### config.mk
export PLATFORM = sky130hd
export DESIGN_NAME = cmf_fanout
export DESIGN_NICKNAME = d
export VERILOG_FILES = /design/src/cmf_pkg.sv /design/src/cmf_fail_detect.sv /design/src/cmf_fanout.sv
export VERILOG_INCLUDE_DIRS = /design/src
export SDC_FILE = /design/constraint.sdc
export NUM_CORES = 1
export LEC_CHECK = 0
export BUFFER_PORTS_ARGS = -buffer_cell sky130_fd_sc_hd__clkbuf_2
export CAP_MARGIN = 20
export CORE_AREA = 2 2 47 49
export CTS_CLUSTER_DIAMETER = 100
export DETAILED_ROUTE_END_ITERATION = 7
export DIE_AREA = 0 0 49 51
export PLACE_DENSITY = 0.76
export SKIP_LAST_GASP = 1
export SYNTH_ARGS = -nofsm -noshare
export SYNTH_HDL_FRONTEND = slang
export SYNTH_HIERARCHICAL = 1
export SYNTH_SLANG_ARGS = --single-unit
### constraint.sdc
create_clock -name ref_clk -period 4.9 [get_ports ref_clk]
set_input_delay 0.735 -clock ref_clk [delete_from_list [all_inputs] [get_ports ref_clk]]
set_output_delay 0.735 -clock ref_clk [all_outputs]
set_load 0.05 [all_outputs]
### src/cmf_regs.svh
// Constants for the clock mux fanout block
`ifndef CMF_REGS_SVH
`define CMF_REGS_SVH
`define CMF_NUM_OUTPUTS 5
`define CMF_SEL_DEFAULT 1'b1
`define CMF_OE_DEFAULT 1'b1
`define CMF_FAIL_TIMEOUT_NS 400
`define CMF_CLK_PERIOD_NS 40
`define CMF_FAIL_CYCLES ((`CMF_FAIL_TIMEOUT_NS + `CMF_CLK_PERIOD_NS - 1) / `CMF_CLK_PERIOD_NS)
`define CMF_CNT_W 8
`endif

### src/cmf_pkg.sv
// Types for the clock mux fanout block
package cmf_pkg;
	typedef enum logic [1:0] {
		CMF_OFF,
		CMF_ARMED,
		CMF_ON
	} cmf_gate_t;
endpackage

### src/cmf_fail_detect.sv
// Activity detector for the selected input clock
`timescale 1ns/100ps
`include "cmf_regs.svh"
module cmf_fail_detect #(
	parameter int CNT_W     = `CMF_CNT_W,
	parameter int FAIL_CYC  = `CMF_FAIL_CYCLES
) (
	input  wire logic ref_clk,
	input  wire logic rst_n,
	input  wire logic clkIn,
	input  wire logic clkInN,
	output logic      failSafeHold,
	output logic      lastLevel
);
	logic             prevLevel;
	logic [CNT_W-1:0] idleCount;
	logic             validSwing;

	// Swing is valid only while the pair is truly complementary
	assign validSwing = clkIn ^ clkInN;

	always_ff @(posedge ref_clk) begin
		if (!rst_n) begin
			prevLevel <= 1'b0;
		end else if (validSwing) begin
			prevLevel <= clkIn;
		end
	end

	always_ff @(posedge ref_clk) begin
		if (!rst_n) begin
			idleCount <= CNT_W'(FAIL_CYC);
		end else if (validSwing && clkIn != prevLevel) begin
			idleCount <= '0;
		end else if (idleCount != CNT_W'(FAIL_CYC)) begin
			idleCount <= idleCount + 1'b1;
		end
	end

	always_ff @(posedge ref_clk) begin
		if (!rst_n) begin
			failSafeHold <= 1'b1;
		end else begin
			failSafeHold <= !(validSwing && clkIn != prevLevel) &&
				(idleCount >= CNT_W'(FAIL_CYC - 1));
		end
	end

	assign lastLevel = prevLevel;
endmodule

### src/cmf_fanout.sv
// Two-input clock selector with gated five-way fanout and fail-safe hold
// Behaviour
// Five differential outputs each carry the selected input clock.
// Select chooses the source; undriven select reads as high.
// Select low follows input a, select high follows input b.
// Disabled outputs hold true low and complement high.
// Undriven output enable reads as high, outputs enabled.
// Enable changes apply after a rising then a falling selected edge.
// Stopped selected clock holds the outputs at a stable level.
// Open input pair settles to a static level; outputs stay static.
// Hold releases once valid transitions return on the selected input.
`timescale 1ns/100ps
`include "cmf_regs.svh"
module cmf_fanout #(
	parameter int NUM_OUT  = `CMF_NUM_OUTPUTS,
	parameter int FAIL_CYC = `CMF_FAIL_CYCLES
) (
	input  wire logic               ref_clk,
	input  wire logic               rst_n,
	input  wire logic               clockInA,
	input  wire logic               clockInANeg,
	input  wire logic               clockInB,
	input  wire logic               clockInBNeg,
	input  wire logic               sourceSel,
	input  wire logic               sourceSelDriven,
	input  wire logic               outEnable,
	input  wire logic               outEnableDriven,
	output logic [NUM_OUT-1:0]      fanoutOut,
	output logic [NUM_OUT-1:0]      fanoutOutNeg,
	output logic                    failSafeHold
);
	logic               selEff;
	logic               oeEff;
	logic               selIn;
	logic               selInNeg;
	logic               heldLevel;
	logic               clkLevel;
	logic               clkPrev;
	logic               sawRise;
	logic               gateOn;
	logic               oeTarget;
	cmf_pkg::cmf_gate_t gateState;
	cmf_pkg::cmf_gate_t next_gateState;

	// Pull-ups on the single-ended controls
	assign selEff = sourceSelDriven ? sourceSel : `CMF_SEL_DEFAULT;
	assign oeEff  = outEnableDriven ? outEnable : `CMF_OE_DEFAULT;

	// Input multiplexer; the unselected pair is never looked at
	assign selIn    = selEff ? clockInB : clockInA;
	assign selInNeg = selEff ? clockInBNeg : clockInANeg;

	cmf_fail_detect #(
		.FAIL_CYC (FAIL_CYC)
	) u_detect (
		.ref_clk      (ref_clk),
		.rst_n        (rst_n),
		.clkIn        (selIn),
		.clkInN       (selInNeg),
		.failSafeHold (failSafeHold),
		.lastLevel    (heldLevel)
	);

	// Frozen at the last valid level while held; open pair gives static level
	assign clkLevel = failSafeHold ? heldLevel : selIn;

	always_ff @(posedge ref_clk) begin
		if (!rst_n) begin
			clkPrev <= 1'b0;
		end else begin
			clkPrev <= clkLevel;
		end
	end

	// Enable synchroniser: wait for a rising then a falling edge
	always_ff @(posedge ref_clk) begin
		if (!rst_n) begin
			oeTarget <= 1'b0;
		end else if (gateState != cmf_pkg::CMF_ARMED) begin
			oeTarget <= !gateOn;
		end
	end

	always_comb begin
		next_gateState = gateState;
		case (gateState)
			cmf_pkg::CMF_OFF: begin
				if (oeEff) begin
					next_gateState = cmf_pkg::CMF_ARMED;
				end
			end
			cmf_pkg::CMF_ON: begin
				if (!oeEff) begin
					next_gateState = cmf_pkg::CMF_ARMED;
				end
			end
			cmf_pkg::CMF_ARMED: begin
				if (sawRise && clkPrev && !clkLevel) begin
					next_gateState = oeTarget ? cmf_pkg::CMF_ON : cmf_pkg::CMF_OFF;
				end
			end
			default: begin
				next_gateState = cmf_pkg::CMF_OFF;
			end
		endcase
	end

	always_ff @(posedge ref_clk) begin
		if (!rst_n) begin
			gateState <= cmf_pkg::CMF_OFF;
		end else begin
			gateState <= next_gateState;
		end
	end

	always_ff @(posedge ref_clk) begin
		if (!rst_n) begin
			sawRise <= 1'b0;
		end else if (gateState != cmf_pkg::CMF_ARMED) begin
			sawRise <= 1'b0;
		end else if (!clkPrev && clkLevel) begin
			sawRise <= 1'b1;
		end
	end

	// While armed the outputs keep their old state until the edges arrive
	assign gateOn = (gateState == cmf_pkg::CMF_ON) ||
		(gateState == cmf_pkg::CMF_ARMED && !oeTarget);

	genvar gi;
	generate
		for (gi = 0; gi < NUM_OUT; gi++) begin : g_out
			always_ff @(posedge ref_clk) begin
				if (!rst_n) begin
					fanoutOut[gi]    <= 1'b0;
					fanoutOutNeg[gi] <= 1'b1;
				end else begin
					fanoutOut[gi]    <= gateOn & clkLevel;
					fanoutOutNeg[gi] <= !(gateOn & clkLevel);
				end
			end
		end
	endgenerate

	property p_disabled_low;
		@(posedge ref_clk) disable iff (!rst_n)
		!gateOn |=> (fanoutOut == '0 && fanoutOutNeg == '1);
	endproperty
	a_disabled_low: assert property (p_disabled_low) else $error("disabled outputs not low");

	property p_copies;
		@(posedge ref_clk) disable iff (!rst_n)
		gateOn |=> (fanoutOut == {NUM_OUT{$past(clkLevel)}});
	endproperty
	a_copies: assert property (p_copies) else $error("outputs not copies of input");

	property p_complement;
		@(posedge ref_clk) disable iff (!rst_n)
		##1 (fanoutOutNeg == ~fanoutOut);
	endproperty
	a_complement: assert property (p_complement) else $error("output pair not complementary");

	property p_sel_a;
		@(posedge ref_clk) disable iff (!rst_n)
		(gateOn && !failSafeHold && sourceSelDriven && !sourceSel)
			|=> fanoutOut[0] == $past(clockInA);
	endproperty
	a_sel_a: assert property (p_sel_a) else $error("select low not following a");

	property p_sel_float;
		@(posedge ref_clk) disable iff (!rst_n)
		(gateOn && !failSafeHold && !sourceSelDriven) |=> fanoutOut[0] == $past(clockInB);
	endproperty
	a_sel_float: assert property (p_sel_float) else $error("open select not high");

	property p_oe_float;
		@(posedge ref_clk) disable iff (!rst_n)
		(!outEnableDriven && gateState == cmf_pkg::CMF_ON) |=> gateState == cmf_pkg::CMF_ON;
	endproperty
	a_oe_float: assert property (p_oe_float) else $error("open enable disabled outputs");

	property p_gate_edge;
		@(posedge ref_clk) disable iff (!rst_n)
		$changed(gateOn) |-> ($past(sawRise) && $past(clkPrev) && !$past(clkLevel));
	endproperty
	a_gate_edge: assert property (p_gate_edge) else $error("enable change without edges");

	property p_hold_static;
		@(posedge ref_clk) disable iff (!rst_n)
		failSafeHold [*2] |=> $stable(fanoutOut);
	endproperty
	a_hold_static: assert property (p_hold_static) else $error("outputs moved during hold");

	property p_release;
		@(posedge ref_clk) disable iff (!rst_n)
		(failSafeHold && (selIn ^ selInNeg) && selIn != heldLevel) |=> !failSafeHold;
	endproperty
	a_release: assert property (p_release) else $error("hold not released on edge");

	c_enable: cover property (@(posedge ref_clk) disable iff (!rst_n)
		gateState == cmf_pkg::CMF_OFF ##1 gateState == cmf_pkg::CMF_ARMED);
	c_on: cover property (@(posedge ref_clk) disable iff (!rst_n) $rose(gateOn));
	c_hold: cover property (@(posedge ref_clk) disable iff (!rst_n) $rose(failSafeHold));
	c_switch: cover property (@(posedge ref_clk) disable iff (!rst_n) gateOn && $changed(selEff));
endmodule

==> reports/metrics.yaml, run 1 <==
status: "complete, no violations"
r2r_setup_slack_ps: 3370
core_um2: 2060
start_util_pct: 45.0
grt_pass1_wl_um: 2790
firstDrtPassIters: 4
whs_path_depth: 2
die_y_um: 51
synth_top_cell_area_share_pct: 36.7
cts-root-buf: "clkbuf_4"
synth_cells: 102
critPathLaunchType: "input port"
syn_area_um2: 928
hold_path_class: "flop to flop"
dieWidth_um: 49
yosys-top-cells-count: "dfxtp_1, buf_4, inv_1, o21ai_0, nand2_1"
place_congestion: 0.726
drv_slew: 0
layout.nets: 131
synthArstFlopShare_pct: 0
h-tree-depth: 1
crit_chain: "clkbuf_2, and2b_2, mux2_2, or3b_2, nand3_1, nor3_1"
cp_num_buf_inv: 1
ys_ff_latch: 17
worst_pin_slew_ps: 345
cp_max_fo: 6
cpPeakStageDelay_ps: 480
cts_hold_buf: 0
fin_crit_ps: 2030
synth-edff-count: 0
final.setup.tns_ps: 0
vias: 751
power.density_nw_per_um2: 374
synth_top_flop_cell: "dfxtp_1"
ff2ff_path_depth: 3
max-slew-margin-rel_pct: 77.0
antenna_found_initial: 0
hold_slack_ps: 521
fillCellCount: 211
leakagePower_nw: 0.420
yosys_warnings: 6
slowest_stage: "or3b_2"
post_cts_buffers: 0
arrival_ps: 2200
drv_cap: 0
cts_buffers: 3
reg2reg_to: "u_detect/idleCount[1]"
worstPathRequired_ps: 5080
avgViaCountPerCell: 5.22
period_share_pct: 41.4
synth_top_area_cell: "dfxtp_1"
grt.overflow.total: 0
dpl.hpwl_um: 1220
grt_pass1_vias: 702
clock_path_buffers: 2
ys_types: 38
wl_um: 1560
cpLargestDelayFamily: "simple AND/OR/NAND/NOR gates"
postLayoutCellArea_um2: 1010
synthTopCellsByArea: "dfxtp_1, buf_4, ha_1, o21ai_0, inv_1"
ctsResizeCount: 0
setup_violations: 0
synth_fp_nets: 116
synth-seq-area-share_pct: 36.7
cts.clk_slew.worst_paths_ps: 100
synth.most_common_cell: "dfxtp_1"
critPathKind: "input port to flop"
wire_per_inst_um: 10.8
critical_path.endpoint_type: "flop"
worst_hold_path.endpoint: "u_detect/idleCount[7]"
hp-start: "u_detect/idleCount[7]"
die_area_um2: 2500
utilization_pct: 49.2
drive_gt1_share_pct: 29.3
max_freq_mhz: 493
ioPinCount: 21
fin_skew_ps: 3.42
grt_usage_pct: 14.3
place_area_um2: 987
num_rows: 17
r2r-start: "u_detect/idleCount[4]"
ant_nets: 0
tritoncts: "built"
syn_to_final_growth_pct: 9.30
clock_latency_ps: 290
portBuffers: 20
rsz0062_at_grt: "no"
grt_max_degree: 11
antenna_cells: 0
cts_num_sinks: 17
hold_violations: 0
drc: 0
synth_area_per_cell_um2: 9.10
ir_worst_vdd_mv: 0.195
drtIter0Drc: 11
layer usage:
layer	GRT usage [%]	up-vias	wire (µm)
met1	15.7	343	667
met3	5.26	0	80
met4	2.86	0	0
met2	26.5	21	810
met5	0	-	0
li1	-	387	-
logic make-up (layout without fill, tap and decap cells):
family,count (synthesis),after routing,synth area share (%)
simple gates,39,39,27.5
compound gates,20,20,14.2
flops,17,17,36.7
buf+inv,17,31,11.1
fa+ha+maj,4,4,5.39
xor+xnor,3,3,2.83
mux,2,2,2.43
cell usage in the layout, fill, tap and decap left out, types with 3 or more instances in the layout:
master,n
ha_1,4
o21ai_0,7
clkbuf_4,3
dfxtp_1,17
or3_1,3
clkbuf_2,20
nand3_1,4
a211oi_1,3
nand2_1,6
inv_1,7
nor3_1,4
nand2b_1,3
a21oi_1,4
how the worst max path moves through the flow:
stage / from / slack [ps] / endpoint / cells after the start
final: sourceSel / 2870 / u_detect/idleCount[2] / 6
after global routing: sourceSel / 2780 / u_detect/idleCount[0] / 6
after CTS: sourceSel / 2880 / u_detect/idleCount[2] / 6
after detailed placement: sourceSel / 2570 / u_detect/idleCount[2] / 6
after global placement: sourceSel / 2610 / u_detect/idleCount[4] / 6
after floorplan: sourceSel / 2780 / u_detect/idleCount[2] / 5
layout make-up:
class                           instances  area [µm²]  area share [%]
Clock buffer                            3        22.5            2.22
Multi-Input combinational cell         68         485            47.8
Clock inverter                          1        5.00           0.493
Sequential cell                        17         340            33.5
Tap cell                               28        35.0            3.45
Timing Repair Buffer                   20         100            9.86
Inverter                                7        26.3            2.59
stage by stage:
step	power, mW	std cells	setup WS, ps
after floorplan	0.288	102	2780
after global placement	0.306	140	2610
after detailed placement	0.310	140	2570
after CTS	0.385	144	2880
after global routing	0.412	144	2780
final	0.379	144	2870
worst reg2reg max path: stages, from the launching register on:
cell and delay (ps):
dfxtp_1 360, or4_4 600, nor3_4 290, o311ai_0 150
registers in the layout (all words and copies together), names as in the netlist:
name                   count
clkPrev                    1
fanoutOut                  1
fanoutOutNeg               1
gateState                  2
oeTarget                   1
sawRise                    1
u_detect/failSafeHold      1
u_detect/idleCount         8
u_detect/lastLevel         1
report_power, final:
part           total, mW  switching, mW  internal (mW)
combinational      0.129         0.0775         0.0513
sequential         0.177         0.0221          0.155
clock             0.0737         0.0434         0.0303
total              0.379          0.143          0.236
Power figures use the tool's default switching activity.
==> run 2: changes to the inputs <==
--- a/config.mk
+++ b/config.mk
@@ -8,10 +8,10 @@
 export LEC_CHECK = 0
 export BUFFER_PORTS_ARGS = -buffer_cell sky130_fd_sc_hd__clkbuf_2
 export CAP_MARGIN = 20
-export CORE_AREA = 2 2 47 49
+export CORE_AREA = 2 2 48 50
 export CTS_CLUSTER_DIAMETER = 100
 export DETAILED_ROUTE_END_ITERATION = 7
-export DIE_AREA = 0 0 49 51
+export DIE_AREA = 0 0 50 52
 export PLACE_DENSITY = 0.76
 export SKIP_LAST_GASP = 1
 export SYNTH_ARGS = -nofsm -noshare
==> constraint.sdc (replaced) <==
create_clock -name ref_clk -period 1.7 [get_ports ref_clk]
set_input_delay 0.255 -clock ref_clk [delete_from_list [all_inputs] [get_ports ref_clk]]
set_output_delay 0.255 -clock ref_clk [all_outputs]
set_load 0.05 [all_outputs]
==> run 2 against run 1 <==
Net effect:
- via count grew 2.5%
- register-to-register slack worse by 3200 ps
- worst hold slack got worse by 300 ps
- final cell count unchanged
- critical path type unchanged
- largest cell class unchanged
- highest routed layer is now met4
==> reports/metrics.yaml, run 2 (synthesis results as in run 1) <==
status: "complete, no violations"
grt_usage_pct: 14.3  # -0.045 points
drv_slew: 0  # unchanged
dieWidth_um: 50  # +2.0%
dp_cells: 140  # unchanged
drv_cap: 0  # unchanged
critPathKind: "input port to flop"
reg2reg_to: "u_detect/idleCount[1]"
critical_path.endpoint_type: "flop"
avgViaCountPerCell: 5.35  # +2.5%
r2r-start: "u_detect/idleCount[4]"
die_y_um: 52  # +2.0%
grt_max_degree: 11  # unchanged
place_area_um2: 987  # unchanged
whs_path_depth: 2  # unchanged
syn_to_final_growth_pct: 9.30  # unchanged
slowest_stage: "or3b_2"
met2_length_um: 751  # -7.3%
antenna_found_initial: 0  # unchanged
place_congestion: 0.719  # -0.85%
vias: 770  # +2.5%
largestRegisters: "u_detect/idleCount x8, gateState x2"
rsz0062_at_grt: "no"
max-slew-margin-rel_pct: 75.6  # -1.3 points
final_common_cell: "clkbuf_2"
cp_max_fo: 6  # unchanged
r2r_setup_slack_ps: 160  # -3210 ps
grt.overflow.total: 0  # unchanged
setup_ws_ps: 122  # -2750 ps
dpl.hpwl_um: 1240  # +2.0%
start_util_pct: 44.1  # -0.91 points
firstDrtPassIters: 4  # unchanged
leakagePower_nw: 0.420  # unchanged
fin_skew_ps: 3.24  # -0.183 ps
portBuffers: 20  # unchanged
fin_cells: 144  # unchanged
cts.clk_slew.worst_paths_ps: 100  # about the same
m1WireLength_um: 764  # +15%
wl_um: 1650  # +6.2%
final.setup.tns_ps: 0  # unchanged
drtIter0Drc: 11  # unchanged
final_cell_mix: "clkbuf_2, dfxtp_1, o21ai_0, inv_1, nand2_1"
drive_gt1_share_pct: 29.3  # unchanged
ant_nets: 0  # unchanged
arrival_ps: 1760  # -440 ps
wl_met3_um: 116  # +45%
worstPathRequired_ps: 1880  # -3200 ps
power.density_nw_per_um2: 1090  # +190%
cts_num_sinks: 17  # unchanged
ir_worst_vdd_mv: 0.756  # +290%
tritoncts: "built"
worst_pin_slew_ps: 365  # +19.8 ps
cts_buffers: 3  # unchanged
grt_pass1_wl_um: 2880  # +3.5%
wire_per_inst_um: 11.5  # +6.2%
hold_violations: 0  # unchanged
core_um2: 2110  # +2.1%
h-tree-depth: 1  # unchanged
grt_pass1_vias: 696  # -0.85%
max_freq_mhz: 634
fin_crit_ps: 1580
hold_path_class: "input port to flop"
ioPinCount: 21  # unchanged
period_share_pct: 92.8
setup_violations: 0  # unchanged
antenna_cells: 0  # unchanged
hp-start: "rst_n"
postLayoutCellArea_um2: 1010  # unchanged
clock_path_buffers: 2  # unchanged
clock_latency_ps: 290  # about the same
crit_chain: "clkbuf_2, and2b_2, mux2_2, or3b_2, nand3_1, nor3_1"
critPathLaunchType: "input port"
top_register: "u_detect/idleCount"
layout.nets: 131  # unchanged
cts-root-buf: "clkbuf_4"
post_cts_buffers: 0  # unchanged
fillCellCount: 203  # -3.8%
num_rows: 17  # unchanged
routed.top_layer: "met4"
worst_hold_path.endpoint: "u_detect/idleCount[3]"
drc: 0  # unchanged
cts_hold_buf: 0  # unchanged
ctsResizeCount: 0  # unchanged
largest_reg_flops: 8  # unchanged
die_area_um2: 2600  # +4.0%
preCtsSetupSlack_ps: -171  # -2740 ps
ff2ff_path_depth: 3  # unchanged
cpPeakStageDelay_ps: 480  # about the same
-- run 2: cell counts in the layout (fill, tap and decap cells not counted) --
No cell type changed its count.
-- run 2: area by class of cell --
cell class / instances / area, µm² / share of cell area [%]
flip-flops and latches: 17 / 340 / 33.5
repair buffers: 20 / 100 / 9.86
clock inverters: 1 / 5.00 / 0.493
inverters: 7 / 26.3 / 2.59
clock buffers: 3 / 22.5 / 2.22
well taps: 28 / 35.0 / 3.45
multi-input cells: 68 / 485 / 47.8
-- run 2: critical path, delay by kind of cell --
kind | cells | cell delay [ps]
AND/OR/NAND/NOR | 4 | 1050
multiplexers | 1 | 350
buffers and inverters | 1 | 90
-- run 2: layer usage --
layer  up-vias  track usage (%)
met5         -                0
met3         2             2.59
li1        387                -
met4         0             5.56
met1       343             16.3
met2        38             26.1
-- run 2: report_power, final --
part           internal (mW)  switching [mW]  total [mW]
registers              0.446          0.0654       0.512
clock network         0.0874           0.129       0.216
logic                  0.148           0.232       0.380
total                  0.681           0.426        1.11
-- run 2: worst max path at each step --
stage / slack [ps] / from / to
after floorplan: 60 / sourceSel / u_detect/idleCount[2]
after global placement: -110 / sourceSel / u_detect/idleCount[2]
after detailed placement: -170 / sourceSel / u_detect/idleCount[0]
after CTS: 130 / sourceSel / u_detect/idleCount[0]
after global routing: 40 / sourceSel / u_detect/idleCount[0]
final: 120 / sourceSel / u_detect/idleCount[0]
-- run 2: stage by stage --
stage / total power [mW] / util, % / hold slack [ps]
final: 1.11 / 48.2 / 223
after global routing: 1.18 / 48.2 / 242
after CTS: 1.12 / 48.2 / 221
after detailed placement: 0.894 / 46.9 / 512
after global placement: 0.881 / 46.9 / 484
after floorplan: 0.829 / - / 331
